$ cat config.mk
export PLATFORM = sky130hd
export DESIGN_NAME = ifp_fetch_pc
export DESIGN_NICKNAME = d
export VERILOG_FILES = /design/src/shared/ifp_pkg.sv /design/src/shared/ifp_clk_if.sv /design/src/rtl/ifp_fetch_pc.sv /design/src/rtl/ifp_phase_gen.sv
export SDC_FILE = /design/constraint.sdc
export NUM_CORES = 1
export LEC_CHECK = 0
export BUFFER_PORTS_ARGS = -buffer_cell sky130_fd_sc_hd__buf_2
export CORE_MARGIN = 10
export CORE_UTILIZATION = 52
export CTS_CLUSTER_SIZE = 12
export DETAILED_ROUTE_END_ITERATION = 8
export HOLD_SLACK_MARGIN = 0.1
export PLACE_DENSITY_LB_ADDON = 0.12
export SETUP_SLACK_MARGIN = 0.3
export SLEW_MARGIN = 20
export SYNTH_ARGS = -nofsm -noshare
export SYNTH_HDL_FRONTEND = slang
export SYNTH_HIERARCHICAL = 1
export SYNTH_SLANG_ARGS = --single-unit
$ cat constraint.sdc
create_clock -name clk -period 3.2 [get_ports clk]
set_input_delay 0.32 -clock clk [delete_from_list [all_inputs] [get_ports clk]]
set_output_delay 0.32 -clock clk [all_outputs]
set_load 0.1 [all_outputs]
$ cat src/shared/ifp_pkg.sv
package ifp_pkg;
    // Avalon register word offsets (byte addresses)
    localparam logic [3:0]  REG_PC_LOW_BYTE  = 4'h0;
    localparam logic [3:0]  REG_PC_FULL      = 4'h4;
    localparam logic [3:0]  REG_CONTROL      = 4'h8;
    localparam logic [3:0]  REG_STATUS       = 4'hC;
    // Program counter geometry
    localparam int          PC_W             = 12;
    localparam int          PCL_W            = 8;
    localparam int          PCH_W            = 4;
    localparam logic [11:0] PC_RESET         = 12'h000;
    // Field positions
    localparam int          CTL_OSC_SEL_BIT  = 0;
    localparam int          CTL_RUN_BIT      = 1;
    localparam int          CTL_SLOW_DIV_LSB = 8;
    localparam logic [7:0]  SLOW_DIV_RESET   = 8'h03;
    localparam logic [1:0]  CTL_RESET        = 2'h2;
    // Instruction class codes presented with instr_valid
    typedef enum logic [2:0] {
        IFP_OP_PLAIN, IFP_OP_JUMP, IFP_OP_CALL, IFP_OP_SKIP, IFP_OP_PCL_WRITE, IFP_OP_INTR
    } ifp_op_e;
    // Phase of the instruction cycle
    typedef enum logic [1:0] {IFP_PH_T1, IFP_PH_T2, IFP_PH_T3, IFP_PH_T4} ifp_phase_e;
endpackage : ifp_pkg

$ cat src/shared/ifp_clk_if.sv
`timescale 1ns/100ps
interface ifp_clk_if;
    logic       osc_sel;
    logic [7:0] slow_div;
    logic       run;
    logic       sys_tick;
    logic [3:0] instruction_phase_clocks;
    logic       cycle_end;
    modport gen  (input osc_sel, input slow_div, input run, output sys_tick,
                  output instruction_phase_clocks, output cycle_end);
    modport core (output osc_sel, output slow_div, output run, input sys_tick,
                  input instruction_phase_clocks, input cycle_end);
endinterface : ifp_clk_if

$ cat src/rtl/ifp_fetch_pc.sv
// The Avalon-MM slave port and the placing of the registers were chosen for this implementation.
`timescale 1ns/100ps
module ifp_fetch_pc (
    input  wire logic        clk,
    input  wire logic        nrst,
    // Avalon-MM slave
    input  wire logic [3:0]  avs_address,
    input  wire logic        avs_read,
    input  wire logic        avs_write,
    input  wire logic [31:0] avs_writedata,
    input  wire logic [3:0]  avs_byteenable,
    output logic      [31:0] avs_readdata,
    output logic             avs_waitrequest,
    // Program memory fetch port
    output logic      [11:0] fetch_addr,
    output logic             fetch_req,
    input  wire logic [15:0] fetch_data,
    // Execute unit side
    output logic      [15:0] exec_instr,
    output logic             exec_valid,
    output logic             exec_dummy,
    input  wire logic        instr_valid,
    input  wire logic [2:0]  instr_op,
    input  wire logic        skip_taken,
    input  wire logic [11:0] target_addr,
    input  wire logic [7:0]  pcl_wdata,
    output logic      [7:0]  pcl_rdata,
    output logic      [3:0]  instruction_phase_clocks,
    output logic             cycle_end
);
    // ****************************************
    // State
    // ****************************************
    typedef struct packed {
        logic [3:0]  pch;
        logic [7:0]  program_counter_low_byte;
        logic [15:0] ir;
        logic        ir_valid;
        logic        dummy;
        logic        br_pend;
        logic [11:0] br_target;
        logic        osc_sel;
        logic        run;
        logic [7:0]  slow_div;
        logic        ack;
        logic [31:0] rdata;
        logic [15:0] retired;
    } ifp_core_s;

    ifp_core_s s_q;
    ifp_core_s s_d;

    ifp_clk_if cif ();

    ifp_phase_gen u_gen (
        .clk  (clk),
        .nrst (nrst),
        .cif  (cif)
    );

    // Controls toward phase generator
    // oscillator select
    assign cif.osc_sel  = s_q.osc_sel;
    assign cif.slow_div = s_q.slow_div;
    assign cif.run      = s_q.run;

    // 12-bit PC plus one, page wraps into high bits naturally
    function automatic logic [11:0] ifp_inc(input logic [11:0] pc);
        ifp_inc = pc + 12'h001;
    endfunction : ifp_inc

    // Bus hit detection, reused for read and write
    function automatic logic ifp_hit(input logic [3:0] a, input logic [3:0] r);
        ifp_hit = (a == r);
    endfunction : ifp_hit

    // ****************************************
    // Register bus helpers
    // ****************************************
    // Read word assembly; unmapped offsets read as zero so software can probe safely
    function automatic logic [31:0] ifp_read_mux(
        input logic [3:0]  a,
        input ifp_core_s   s,
        input logic [3:0]  ph
    );
        logic [31:0] w;
        w = 32'h00000000;
        if (ifp_hit(a, ifp_pkg::REG_PC_LOW_BYTE)) begin
            w = {24'h000000, s.program_counter_low_byte};
        end else if (ifp_hit(a, ifp_pkg::REG_PC_FULL)) begin
            w = {s.retired, 4'h0, s.pch, s.program_counter_low_byte};
        end else if (ifp_hit(a, ifp_pkg::REG_CONTROL)) begin
            w = {16'h0000, s.slow_div, 6'h00, s.run, s.osc_sel};
        end else if (ifp_hit(a, ifp_pkg::REG_STATUS)) begin
            w = {24'h000000, s.dummy, s.ir_valid, 2'h0, ph};
        end
        ifp_read_mux = w;
    endfunction : ifp_read_mux

    // Register writes; byte lanes gate fields so a narrow write leaves the rest alone
    function automatic ifp_core_s ifp_apply_write(
        input ifp_core_s   s,
        input logic [3:0]  a,
        input logic [3:0]  be,
        input logic [31:0] wd
    );
        ifp_core_s n;
        n = s;
        if (be[0]) begin
            if (ifp_hit(a, ifp_pkg::REG_PC_LOW_BYTE)) begin
                n.program_counter_low_byte   = wd[7:0];
                n.dummy = 1'b1;
            end else if (ifp_hit(a, ifp_pkg::REG_CONTROL)) begin
                n.osc_sel = wd[ifp_pkg::CTL_OSC_SEL_BIT];
                n.run     = wd[ifp_pkg::CTL_RUN_BIT];
            end
        end
        if (be[1] && ifp_hit(a, ifp_pkg::REG_CONTROL)) begin
            n.slow_div = wd[ifp_pkg::CTL_SLOW_DIV_LSB +: 8];
        end
        ifp_apply_write = n;
    endfunction : ifp_apply_write

    logic [11:0] pc;
    logic        t1_start;
    logic        exec_end;
    logic        bus_req;
    logic        bus_done;
    logic [11:0] nxt;

    assign pc       = {s_q.pch, s_q.program_counter_low_byte};
    assign bus_req  = (avs_read || avs_write) && !s_q.ack;
    // Acceptance edge: waitrequest is low, so only here may a write take effect
    assign bus_done = (avs_read || avs_write) && s_q.ack;
    // T1 begins on the tick that closes T4
    assign t1_start = cif.cycle_end;
    // execute result sampled at end of T4
    assign exec_end = cif.cycle_end && s_q.ir_valid && !s_q.dummy && instr_valid;

    // ****************************************
    // Pipeline and registers
    // ****************************************
    always_comb begin
        s_d     = s_q;
        nxt     = ifp_inc(pc);
        s_d.ack = 1'b0;

        if (t1_start) begin
            // fetched word enters IR while next fetch starts
            s_d.ir       = fetch_data;
            s_d.ir_valid = 1'b1;
            s_d.dummy    = 1'b0;
            if (exec_end) begin
                s_d.retired = s_q.retired + 16'h0001;
                unique case (ifp_pkg::ifp_op_e'(instr_op))
                    ifp_pkg::IFP_OP_JUMP, ifp_pkg::IFP_OP_CALL, ifp_pkg::IFP_OP_INTR: begin
                        nxt       = target_addr;
                        s_d.dummy = 1'b1;
                    end
                    ifp_pkg::IFP_OP_SKIP: begin
                        if (skip_taken) begin
                            s_d.dummy = 1'b1;
                        end
                    end
                    ifp_pkg::IFP_OP_PCL_WRITE: begin
                        nxt       = {s_q.pch, pcl_wdata};
                        s_d.dummy = 1'b1;
                    end
                    default: begin
                        nxt = ifp_inc(pc);
                    end
                endcase
            end
            s_d.pch = nxt[11:8];
            s_d.program_counter_low_byte = nxt[7:0];
        end

        // Avalon: one wait cycle, read word registered so it stands at acceptance
        if (bus_req) begin
            s_d.ack   = 1'b1;
            s_d.rdata = (avs_read) ? ifp_read_mux(avs_address, s_q, instruction_phase_clocks) : 32'h00000000;
        end

        // Write lands at the acceptance edge only; applied last so it beats T1
        if (bus_done && avs_write) begin
            s_d = ifp_apply_write(s_d, avs_address, avs_byteenable, avs_writedata);
        end
    end

    // Register all state
    always_ff @(posedge clk or negedge nrst) begin
        if (!nrst) begin
            s_q.pch       <= ifp_pkg::PC_RESET[11:8];
            s_q.program_counter_low_byte       <= ifp_pkg::PC_RESET[7:0];
            s_q.ir        <= 16'h0000;
            s_q.ir_valid  <= 1'b0;
            s_q.dummy     <= 1'b0;
            s_q.br_pend   <= 1'b0;
            s_q.br_target <= 12'h000;
            s_q.osc_sel   <= ifp_pkg::CTL_RESET[0];
            s_q.run       <= ifp_pkg::CTL_RESET[1];
            s_q.slow_div  <= ifp_pkg::SLOW_DIV_RESET;
            s_q.ack       <= 1'b0;
            s_q.rdata     <= 32'h00000000;
            s_q.retired   <= 16'h0000;
        end else begin
            s_q <= s_d;
        end
    end

    // ****************************************
    // Outputs
    // ****************************************
    assign avs_waitrequest          = (avs_read || avs_write) && !s_q.ack;
    assign avs_readdata             = s_q.rdata;
    assign fetch_addr               = pc;
    assign fetch_req                = cif.instruction_phase_clocks[0];
    assign exec_instr               = s_q.ir;
    // 8-bit data path view of PC
    assign pcl_rdata                = s_q.program_counter_low_byte;
    assign exec_valid               = s_q.ir_valid && !s_q.dummy;
    assign exec_dummy               = s_q.dummy;
    assign instruction_phase_clocks = cif.instruction_phase_clocks;
    assign cycle_end                = cif.cycle_end;
endmodule : ifp_fetch_pc

$ cat src/rtl/ifp_phase_gen.sv
`timescale 1ns/100ps
module ifp_phase_gen (
    input  wire logic clk,
    input  wire logic nrst,
    ifp_clk_if.gen    cif
);
    typedef struct packed {
        logic [7:0]         div;
        ifp_pkg::ifp_phase_e ph;
    } ifp_gen_s;

    ifp_gen_s s_q;
    ifp_gen_s s_d;
    logic     tick;

    // With run set, fast source ticks every clock; slow source ticks once per divider wrap
    assign tick = cif.run && (cif.osc_sel == 1'b0 || s_q.div == cif.slow_div);

    // Phase stepping
    always_comb begin
        s_d = s_q;
        if (cif.run) begin
            s_d.div = (tick) ? 8'h00 : s_q.div + 8'h01;
        end
        if (tick) begin
            s_d.ph = ifp_pkg::ifp_phase_e'(s_q.ph + 2'h1);
        end
    end

    always_ff @(posedge clk or negedge nrst) begin
        if (!nrst) begin
            s_q <= '{div: 8'h00, ph: ifp_pkg::IFP_PH_T1};
        end else begin
            s_q <= s_d;
        end
    end

    assign cif.instruction_phase_clocks = 4'h1 << s_q.ph;
    assign cif.sys_tick  = tick;
    assign cif.cycle_end = tick && s_q.ph == ifp_pkg::IFP_PH_T4;
endmodule : ifp_phase_gen

---- After elaboration in Yosys (flattened, before gate mapping) ----
Index checks and enable logic that the tools add are counted.
storage, ports and cells
  memories ................................ 0
  latch bits .............................. 0
  bits in registers ....................... 99
  input port bits ......................... 85
  bits in read-only memories .............. 0
  RAM bits ................................ 0
  output and inout bits ................... 77
operators by class
  div/mod/pow operators ................... 0
  order comparisons ....................... 0
  add/sub/neg operators ................... 4
  eq/ne operators ......................... 10
  shift operators ......................... 1
  bitwise logic cells ..................... 2
  reduce and logical (&&, ||, !) cells .... 19
  multiplexer cells ....................... 24
  multipliers ............................. 0
operators by type and width
  cell                                              number
  2-to-1 mux 98 bit                                 1
  2-to-1 mux 32 bit                                 3
  2-to-1 mux 16 bit                                 3
  2-to-1 mux 8 bit                                  5
  2-to-1 mux 33 bit                                 1
  2-to-1 mux 30 bit                                 1
  case mux 12 bit (2 select lines)                  1
  adder 16 x 1 -> 16 bit (second input constant)    1
  adder 12 x 1 -> 12 bit (second input constant)    1
  2-to-1 mux 12 bit                                 1
  logical AND 1 bit                                 10
  adder 8 x 1 -> 8 bit (second input constant)      1
  == test 4 bit (second input constant)             2
  == test 8 bit                                     1
  == test 3 x 2 -> 1 bit (second input constant)    2
  == test 3 bit (second input constant)             2
  2-to-1 mux 2 bit                                  3
  == test 4 x 3 -> 1 bit (second input constant)    1
  logical NOT 4 bit                                 1
  2-to-1 mux 1 bit                                  4
  AND reduction 4 bit                               1
  OR reduction 4 bit                                1
  << shifter 1 x 2 -> 4 bit (first input constant)  1
  == test 3 x 1 -> 1 bit (second input constant)    1
  other kinds (8)                                   11

---- Depth between registers and ports, before layout ----
Gate-level depths: netlist (run 1).
  word-level depth ........................ 12
  mapped depth ............................ 11
  depth with buffers taken out ............ 8

---- By module ----
The synthesis (run 1) kept the hierarchy.
by module, submodules not included
  module         cells each  area an instance (um^2)  times used
  ifp_fetch_pc   458         4,865.9                  1
  ifp_phase_gen  64          651.9                    1

---- Least setup slack after synthesis (run 1) ----
No wires, ideal clock.
  path type ............................... register to register
  start ................................... register u_gen/s_q[1] in the netlist's numbering
  end ..................................... register s_q, in the netlist fetch_addr[9]
  path slack .............................. -0.255 ns
  data arrival time ....................... 3.329 ns
  period minus slack after synthesis ...... 3.455 ns
  setup time .............................. 0.126 ns
  cell stages (with the launch flop) ...... 10
  path through ............................ dfrtp_1 ha_1 and3_1 buf_6 and4b_1 buf_4 and3_4 buf_6 o21ai_0 a221o_1
on the way
  cells in the longest elaborated chain, start to end .. 7
ends and longest elaborated chain
  item                            RTL line             RTL
  start: declaration              ifp_phase_gen.sv:12  ifp_gen_s s_q;
  start signal: assignment        ifp_phase_gen.sv:32  s_q <= '{div: 8'h00, ph: ifp_pkg::IFP_PH_T1};
  == test 2 bit (*)               ifp_phase_gen.sv:40  assign cif.cycle_end = tick && s_q.ph == ifp_pkg::IFP_PH_T4;
  logical AND 1 bit (*)           ifp_phase_gen.sv:40
  via cycle_end                   ifp_fetch_pc.sv:29   output logic cycle_end
  logical AND 1 bit (3 in a row)  ifp_fetch_pc.sv:138  assign exec_end = cif.cycle_end && s_q.ir_valid && !s_q.dummy && instr_valid;
  2-to-1 mux 12 bit               ifp_fetch_pc.sv:153  if (exec_end) begin
  2-to-1 mux 30 bit (*)           ifp_fetch_pc.sv:148  if (t1_start) begin
  end: declaration                ifp_fetch_pc.sv:50   ifp_core_s s_q;
Mark *: on every way through the listed nets, which the timed path passes. The rest lies on a longest branch.
A chain may end at the register's enable or synchronous reset.

---- Worst setup path after layout (run 1) ----
  start ................................... register cif.slow_div[1] (netlist name)
  end ..................................... output cycle_end
on the way
  cells in the longest elaborated chain, start to end .. 4
ends and longest elaborated chain
  item               RTL line             RTL
  == test 8 bit      ifp_phase_gen.sv:17  assign tick = cif.run && (cif.osc_sel == 1'b0 || s_q.div == cif.slow_div);
  logical OR 1 bit   ifp_phase_gen.sv:17
  logical AND 1 bit  ifp_phase_gen.sv:17
  logical AND 1 bit  ifp_phase_gen.sv:40
  end: declaration   ifp_fetch_pc.sv:29
No other way between the ends.

==> results of run 1 <==
-- per-stage QoR --
step | std cells | total power, µW | hold slack [ns] | util (%) | instance area, µm²
floorplan | 522 | 4319 | 0.02441 | - | 5522
global placement | 715 | 4474 | 0.4079 | 56.27 | 5809
detailed placement | 715 | 4501 | 0.4129 | 56.27 | 5809
CTS | 732 | 5300 | 0.1688 | 58.30 | 6018
global route | 735 | 5496 | 0.1570 | 58.51 | 6041
finish | 735 | 5280 | 0.1777 | 58.51 | 6041
-- where the power goes --
group / internal, µW / switching [µW]
Combinational: 513 / 2270
Clock: 364 / 438
Sequential: 1450 / 249
Total: 2330 / 2950
-- cell usage in the layout, fill, tap and decap left out, types with 16 or more instances in the layout --
cell type  synthesis  routed
mux2_2            26      26
inv_1             16      16
nand3_1           16      16
xnor2_1           21      21
dfrtp_1           96      96
nor2_1            26      26
buf_2              9     141
nand2_1           36      36
a22o_1            26      26
o21ai_0           17      17
-- cells in the mapped netlist, drive strengths merged, types with 6 or more instances --
cell type / instances / area share, %
xor2: 9 / 1.4
inv: 16 / 1.1
a211o: 6 / 0.95
buf: 84 / 11
nor3: 10 / 0.91
o21ai: 18 / 1.8
clkbuf: 7 / 0.48
nand4: 9 / 1.1
nand2: 36 / 2.4
ha: 7 / 1.6
nor4: 6 / 0.91
dfrtp: 96 / 44
xnor2: 21 / 3.3
mux2: 27 / 5.6
nor2: 28 / 2.1
nand3: 18 / 1.8
and3: 7 / 0.88
a22o: 26 / 4.1
-- layer usage --
layer	track usage [%]	vias up	part of all wire, %
li1	-	1949	-
met1	23.03	1993	44
met2	27.68	135	47
met3	4.558	17	7.7
met4	5.677	0	1.4
met5	0	-	0
-- logic make-up (layout without fill, tap and decap cells) --
| kind of cell | after synthesis | after routing | share of synthesized area [%] |
|---|---|---|---|
| flip-flops | 99 | 99 | 44.97 |
| multiplexers | 32 | 32 | 6.485 |
| AND/OR/NAND/NOR | 155 | 155 | 16.15 |
| AO/OA/AOI/OAI | 92 | 92 | 13.33 |
| XOR/XNOR | 30 | 30 | 4.762 |
| buffers and inverters | 107 | 184 | 12.72 |
| adder cells (fa/ha/maj) | 7 | 7 | 1.587 |
-- timing repair --
item	4_1_cts	5_1_grt
pin swaps	0	1
hold buffers	1	0
resized for setup	2	0
endpoints found under the setup margin	1	4
hold endpoints to repair	52	0
buffers inserted	0	3
-- cell type report --
| type | instances | area share (%) |
|---|---|---|
| Sequential cell | 99 | 41.07 |
| Multi-Input combinational cell | 316 | 38.77 |
| Timing Repair Buffer | 152 | 13.15 |
| Tap cell | 136 | 2.817 |
| Clock buffer | 10 | 2.113 |
| Clock inverter | 6 | 1.077 |
| Inverter | 16 | 0.9942 |
-- flip-flops by register name, indices dropped and copies added, names as in the netlist --
register / cells
cif.run: 1
cif.slow_div: 8
fetch_addr: 4
u_gen/s_q: 10
avs_readdata: 32
pcl_rdata: 8
cif.osc_sel: 1
exec_dummy: 1
exec_instr: 16
s_q: 18
-- path summary, 6_finish.rpt --
path                            cells after the start                            to  slack [ns]                   startpoint
worst max register to register                      9           s_q[11]$_DFFE_PN0P_        0.55  cif.slow_div[1]$_DFFE_PN1P_
max in group asynchronous                           3   cif.slow_div[0]$_DFFE_PN1P_        1.82                         nrst
worst min register to register                      1           s_q[15]$_DFFE_PN0P_        0.47          s_q[15]$_DFFE_PN0P_
worst max-delay path                                6                     cycle_end        0.49  cif.slow_div[1]$_DFFE_PN1P_
worst min-delay path                                2        pcl_rdata[3]$_DFF_PN0_        0.18             avs_writedata[3]
min in group asynchronous                           2  avs_readdata[30]$_DFFE_PN0P_        0.54                         nrst
==> impl_metrics.ini, run 1 <==
[detailed_routing]
first_iter_violations = 345
vias = 4094
first_pass_iters = 4
drt-vias-per-instance = 5.570
routed_wl_mm = 13.36
drc = 0
wl_per_cell_um = 18.17
antenna_left = 0

[power]
ir_drop_mv = 0.8421
leakage_uw = 0.003039
power_density_nw_per_um2 = 874.1

[sta]
period_needed_ns = 2.706
rsz0062_at_grt = false
finalCritPeriodShare_pct = 84.55
final-hold-violation-count = 0
fin_skew_ns = 0.01009
fmax_ghz = 0.3696
setup_viol = 0
setup_ws_ns = 0.4944
slew_headroom_pct = 41.43
slew_viol_final = 0
finalSetupTns_ns = 0
tightest_slew_ns = 0.8714

[logic_synthesis]
ys_warn_count = 6
synth_seq_area_share_pct = 44.97
synth_cells = 522
avgSynthCellArea_um2 = 10.57
synth.distinct_cells = 70
ys_ff_latch = 99
synth_fp_nets = 614
yosys_most_used_dff = dfrtp_1
syn_area_um2 = 5518
synth-edff-count = 0
async_flop_share_pct = 100.0

[worst_setup_path]
worstPathArrival_ns = 2.39
endpoint_kind = output port
crit_fanout = 34
cp.required_ns = 2.88
worstSetupPathType = flip-flop to output port
max_stage_delay_ns = 0.58
path_cells = xnor2_1, nand4_1, o21ai_4, and3_2, buf_6, buf_4
crit_buf_inv = 2
setup.worst_path.start_class = flip-flop
slowest_stage = dfstp_2
critPathTopFamily = buffers and inverters

[placed_design]
gp_congestion = 0.8820
dp_hpwl_mm = 10.30
place.port_buffers = 143
dpl_worst_slack_ns = 0.4888

[status]
status = finished, final reports clean

[floorplanning]
die_y_um = 123.0
io_pins = 162
coreArea_um2 = 10320
initial_core_util_pct = 53.45
placement_rows = 37
die_w_um = 123.0
die_area_um2 = 15130

[clock_tree]
clk_pin_slew_worst_paths_ns = 0.10
clock_sinks = 99
ctsRootBufferMaster = clkbuf_8
cts_max_path_buffers = 2
htreeDepth = 3
clock_latency_ns = 0.37
cts-buffers-inserted = 9
cts_tree = done

[hold_path]
hp-class = input port to flip-flop

[grt]
grtUsageTotal_pct = 17.51
grt_max_degree = 55
grt.overflow.total = 0
grt_pass1_wl_mm = 21.00
first_global_vias = 3997
antenna_found_initial = 0

[final_layout]
nets = 686
final.fill_count = 876
drive_above_1_share_pct = 36.56
n_antenna_cell = 0
multiInputGateArea_um2 = 2342
syn_to_final_growth_pct = 9.478
regArea_um2 = 2481

[job]
drv_cap = 0
Power figures use the tool's default switching activity.
==> run 2, diff against run 1 <==
--- a/config.mk
+++ b/config.mk
@@ -5,9 +5,10 @@
 export SDC_FILE = /design/constraint.sdc
 export NUM_CORES = 1
 export LEC_CHECK = 0
+export ABC_AREA = 1
 export BUFFER_PORTS_ARGS = -buffer_cell sky130_fd_sc_hd__buf_2
 export CORE_MARGIN = 10
-export CORE_UTILIZATION = 52
+export CORE_UTILIZATION = 47
 export CTS_CLUSTER_SIZE = 12
 export DETAILED_ROUTE_END_ITERATION = 8
 export HOLD_SLACK_MARGIN = 0.1
==> constraint.sdc (replaced) <==
create_clock -name clk -period 2.4 [get_ports clk]
set_input_delay 0.24 -clock clk [delete_from_list [all_inputs] [get_ports clk]]
set_output_delay 0.24 -clock clk [all_outputs]
set_load 0.1 [all_outputs]
==> impl_metrics.ini, run 2 <==
[logic_synthesis]
yosys.area.top_type_share_pct = 43.44
async_flop_share_pct = 100.0
synth_seq_area_share_pct = 44.86
syn_area_um2 = 5530
ys_ff_latch = 99
synth-edff-count = 0
netlist_top_cells_area = dfrtp_1, nand2_1, buf_4
ys_warn_count = 6
yosysMostFrequentCell = nand2_1
yosys_most_used_dff = dfrtp_1
synth_fp_nets = 793
synth.distinct_cells = 35
synth_common_cells = nand2_1, dfrtp_1, buf_4
avgSynthCellArea_um2 = 7.889
synth_cells = 701
yosysTopAreaCell = dfrtp_1

[sta]
hold_ws_ns = 0.1103
slew_viol_final = 0
setup_viol = 0
rsz0062_at_grt = true
finalSetupTns_ns = 0
tightest_slew_ns = 0.5762
period_needed_ns = 2.287
finalCritPeriodShare_pct = 95.28
fin_skew_ns = 0.006556
setup_ws_ns = 0.1132
slew_headroom_pct = 61.59
final-hold-violation-count = 0
fmax_ghz = 0.4373

[worst_setup_path]
worstSetupPathType = flip-flop to output port
r2r_setup_slack_ns = 0.13
setup.worst_path.start_class = flip-flop
crit_buf_inv = 2
crit_fanout = 29
slowest_stage = dfstp_2
crit_cells = 10
path_cells = nand2_1, nand2_1, nand2_2, nor2_4, nand2_2, nand2_4, nand2_4, nor2_4, buf_8, buf_12
r2r_cells = 16
cp.required_ns = 2.16
critPathTopFamily = simple AND/OR/NAND/NOR gates
max_stage_delay_ns = 0.55
endpoint_kind = output port
worstPathArrival_ns = 2.05

[grt]
grt.overflow.total = 0
grtUsageTotal_pct = 17.68
antenna_found_initial = 0
grt_max_degree = 42
grt_pass1_wl_mm = 23.59
first_global_vias = 4847

[final_layout]
largest_reg_flops = 32
syn_to_final_growth_pct = 24.66
n_antenna_cell = 0
multiInputGateArea_um2 = 2426
mostFrequentLayoutCells = nand2_1, buf_2, dfrtp_1
nets = 913
final.fill_count = 1026
final_common_cell = nand2_1
drive_above_1_share_pct = 34.18
regArea_um2 = 2481

[detailed_routing]
drt-vias-per-instance = 4.873
drc = 0
routed_wl_mm = 14.61
first_iter_violations = 301
wl_per_cell_um = 15.09
antenna_left = 0
first_pass_iters = 4
vias = 4717

[placed_design]
place.port_buffers = 143
dp_hpwl_mm = 10.48
dpl_worst_slack_ns = 0.01396
gp_congestion = 0.8486

[floorplanning]
initial_core_util_pct = 48.23
die_y_um = 128.5
coreArea_um2 = 11470
die_area_um2 = 16510
placement_rows = 39
io_pins = 162
die_w_um = 128.5

[hold_path]
hp-class = input port to flip-flop
holdPathStages = 3

[power]
p_total_uw = 7058
leakage_uw = 0.003599
power_density_nw_per_um2 = 1024
ir_drop_mv = 0.8709

[clock_tree]
cts_tree = done
clock_sinks = 99
htreeDepth = 3
clock_latency_ns = 0.35
clk_pin_slew_worst_paths_ns = 0.07
ctsRootBufferMaster = clkbuf_16
cts_max_path_buffers = 2
cts-buffers-inserted = 9

[job]
drv_cap = 0

[status]
status = finished, final reports clean
==> run 2: cell types whose count changed after synthesis, moves of 26 or more <==
cell and delta:
nand2_1 +178, inv_1 +47, o21ai_1 +30, a22o_1 -26, mux2_2 -26
==> run 2: final timing paths <==
kind	from	endpoint
worst max-delay path	cif.slow_div[0]$_DFFE_PN1P_	cycle_end
worst min-delay path	fetch_data[6]	exec_instr[6]$_DFFE_PN0P_
worst max register to register	cif.slow_div[0]$_DFFE_PN1P_	s_q[7]$_DFFE_PN0P_
worst min register to register	exec_instr[11]$_DFFE_PN0P_	exec_instr[11]$_DFFE_PN0P_
max in group asynchronous	nrst	s_q[6]$_DFFE_PN0P_
min in group asynchronous	nrst	avs_readdata[23]$_DFFE_PN0P_
==> run 2: layout make-up <==
class	instances	area share, %
clock inverter	2	0.1815
tap	143	2.595
sequential	99	35.99
clock buffer	13	3.630
inverter	87	5.100
timing repair buffer	190	17.31
multi-input combinational	434	35.19
==> run 2: power breakdown <==
group	switching, µW	total, µW	internal [µW]
clock	603	1330	725
combinational	2920	3540	617
sequential	274	2190	1920
==> run 2: what timing repair did <==
| item | 4_1_cts | 5_1_grt |
|---|---|---|
| setup endpoints to repair | 40 | 47 |
| resized for setup | 31 | 44 |
| buffers inserted | 11 | 9 |
| hold buffers | 18 | 0 |
| hold endpoints to repair | 55 | 0 |
| gates cloned | 2 | 0 |
| pin swaps | 22 | 27 |
==> run 2: cell families (layout without fill, tap and decap cells) <==
logic type | count (synthesis) | after routing | synth area share [%]
AO/OA/AOI/OAI | 72 | 72 | 7.127
XOR/XNOR | 25 | 25 | 3.959
adder cells (fa/ha/maj) | 7 | 7 | 1.584
buffers and inverters | 170 | 292 | 16.70
flip-flops | 99 | 99 | 44.86
AND/OR/NAND/NOR | 328 | 330 | 25.77
==> run 2: per-layer routing <==
layer / wire length [µm] / global-route usage, % / share of wire [%]
met5: 0 / 0 / 0
met4: 148 / 5.166 / 1.0
met3: 1264 / 6.899 / 8.7
met2: 7161 / 29.08 / 49
met1: 6031 / 20.96 / 41
==> run 2: worst min-delay path: stages <==
cell,delay [ns]
buf_2,0.08
nand2_1,0.04
nand2_1,0.06
==> run 2: through the flow <==
step	util, %	cell area (µm²)	cells
CTS	58.01	6653	959
floorplan	-	5585	701
detailed placement	52.14	5979	913
finish	60.12	6894	968
global placement	52.14	5979	913
global route	60.12	6894	968
==> run 3, diff against run 2 <==
--- a/config.mk
+++ b/config.mk
@@ -12,7 +12,7 @@
 export CTS_CLUSTER_SIZE = 12
 export DETAILED_ROUTE_END_ITERATION = 8
 export HOLD_SLACK_MARGIN = 0.1
-export PLACE_DENSITY_LB_ADDON = 0.12
+export PLACE_DENSITY = 0.78
 export SETUP_SLACK_MARGIN = 0.3
 export SLEW_MARGIN = 20
 export SYNTH_ARGS = -nofsm -noshare
==> impl_metrics.ini, run 3 (synthesis results as in run 2) <==
[status]
status = finished, final reports clean

[final_layout]
final_area_um2 = 7111
mostFrequentLayoutCells = nand2_1, buf_2, dfrtp_1
largest_reg_flops = 32
syn_to_final_growth_pct = 28.57
final_common_cell = nand2_1
regArea_um2 = 2481
n_antenna_cell = 0
drive_above_1_share_pct = 36.45
final.fill_count = 966
nets = 921
finalNonFillerCells = 977
multiInputGateArea_um2 = 2430

[floorplanning]
initial_core_util_pct = 48.23
coreArea_um2 = 11470
die_y_um = 128.5
die_area_um2 = 16510
die_w_um = 128.5
io_pins = 162
placement_rows = 39

[placed_design]
dp_hpwl_mm = 10.75
dp.cells = 912
dpl_worst_slack_ns = -0.03710
placed_cell_area_um2 = 5984
gp_congestion = 0.8459
place.port_buffers = 143

[hold_path]
hp-class = input port to flip-flop
min_from = avs_writedata[5]
holdPathStages = 3
holdPathEnd = pcl_rdata[5]$_DFF_PN0_

[grt]
grt.overflow.total = 0
first_global_vias = 4957
antenna_found_initial = 0
grt_pass1_wl_mm = 23.85
grt_max_degree = 57
grtUsageTotal_pct = 18.00

[detailed_routing]
drc = 0
antenna_left = 0
first_iter_violations = 321
drt-vias-per-instance = 5.070
first_pass_iters = 5
vias = 4953
wl_per_cell_um = 16.26
routed_wl_mm = 15.88

[clock_tree]
clock_sinks = 99
cts_tree = done
ctsRootBufferMaster = clkbuf_16
htreeDepth = 3
cts_max_path_buffers = 2
clock_latency_ns = 0.35
clk_pin_slew_worst_paths_ns = 0.07
cts-buffers-inserted = 9

[sta]
slew_headroom_pct = 64.99
fin_skew_ns = 0.007276
hold_ws_ns = 0.1129
slew_viol_final = 0
final-hold-violation-count = 0
setup_viol = 0
period_needed_ns = 2.338
setup_ws_ns = 0.06154
finalCritPeriodShare_pct = 97.44
tightest_slew_ns = 0.5288
fmax_ghz = 0.4276
rsz0062_at_grt = true
finalSetupTns_ns = 0

[power]
ir_drop_mv = 1.279
leakage_uw = 0.003690
power_density_nw_per_um2 = 1049

[worst_setup_path]
path_cells = buf_4, inv_1, nand2_1, nand2_1, nand2_2, nor2_2, nand2_2, nand2_4, nand2_4, nor2_4, buf_4, buf_6, buf_12, buf_12
r2r_setup_slack_ns = 0.10
setup.worst_path.start_class = flip-flop
endpoint_kind = output port
cp.required_ns = 2.16
r2r_cells = 16
crit_fanout = 6
r2r-end = s_q[7]$_DFFE_PN0P_
worstSetupPathType = flip-flop to output port
r2r-start = cif.slow_div[0]$_DFFE_PN1P_
slowest_stage = dfstp_2
max_stage_delay_ns = 0.55
worstPathArrival_ns = 2.10

[job]
drv_cap = 0
-- run 3: metrics by stage --
stage | util [%] | total power (µW)
final | 62.01 | 7456
after global routing | 62.01 | 7726
after CTS | 58.65 | 7306
after detailed placement | 52.19 | 5614
after global placement | 52.19 | 5574
after floorplan | - | 5362
-- run 3: critical path, delay by kind of cell (launching register included) --
kind | cells | cell delay [ns]
buf+inv | 6 | 0.67
simple gates | 8 | 0.51
flops | 1 | 0.55
-- run 3: how the worst max path moves through the flow --
stage,slack [ns],cells past startpoint,to,from
6_report,0.06,14,cycle_end,cif.slow_div[0]$_DFFE_PN1P_
5_1_grt,-0.03,18,s_q[9]$_DFFE_PN0P_,cif.slow_div[0]$_DFFE_PN1P_
4_1_cts,0.13,10,cycle_end,cif.slow_div[0]$_DFFE_PN1P_
3_5_place_dp,-0.04,15,pcl_rdata[6]$_DFF_PN0_,cif.slow_div[1]$_DFFE_PN1P_
3_3_place_gp,-0.01,16,pcl_rdata[5]$_DFF_PN0_,cif.slow_div[1]$_DFFE_PN1P_
2_1_floorplan,-0.15,15,s_q[13]$_DFFE_PN0P_,cif.slow_div[1]$_DFFE_PN1P_
-- run 3: where the power goes --
part | switching [µW] | internal, µW
clock | 674 | 953
sequential | 290 | 1910
combinational | 2980 | 646
total | 3940 | 3510
-- run 3: area by class of cell --
type | instances | area share [%]
repair buffers | 198 | 18.51
flip-flops and latches | 99 | 34.89
clock inverters | 6 | 1.337
well taps | 143 | 2.516
clock buffers | 10 | 3.361
inverters | 87 | 5.085
multi-input cells | 433 | 34.17
repair inverters | 1 | 0.1232
-- run 3: timing repair --
action | 4_1_cts | 5_1_grt
gates resized for setup | 23 | 65
hold buffers | 18 | 0
hold endpoints to repair | 38 | 0
buffers inserted | 13 | 15
cloned | 1 | 2
pin swaps | 16 | 18
setup endpoints to repair | 40 | 45
-- run 3: metal layers --
metal | routed length [µm] | global-route usage (%) | vias to the layer above
li1 | - | - | 2384
met1 | 6327 | 20.51 | 2331
met2 | 7716 | 30.27 | 203
met3 | 1474 | 7.146 | 35
met4 | 365 | 5.828 | 0
met5 | 0 | 0 | -
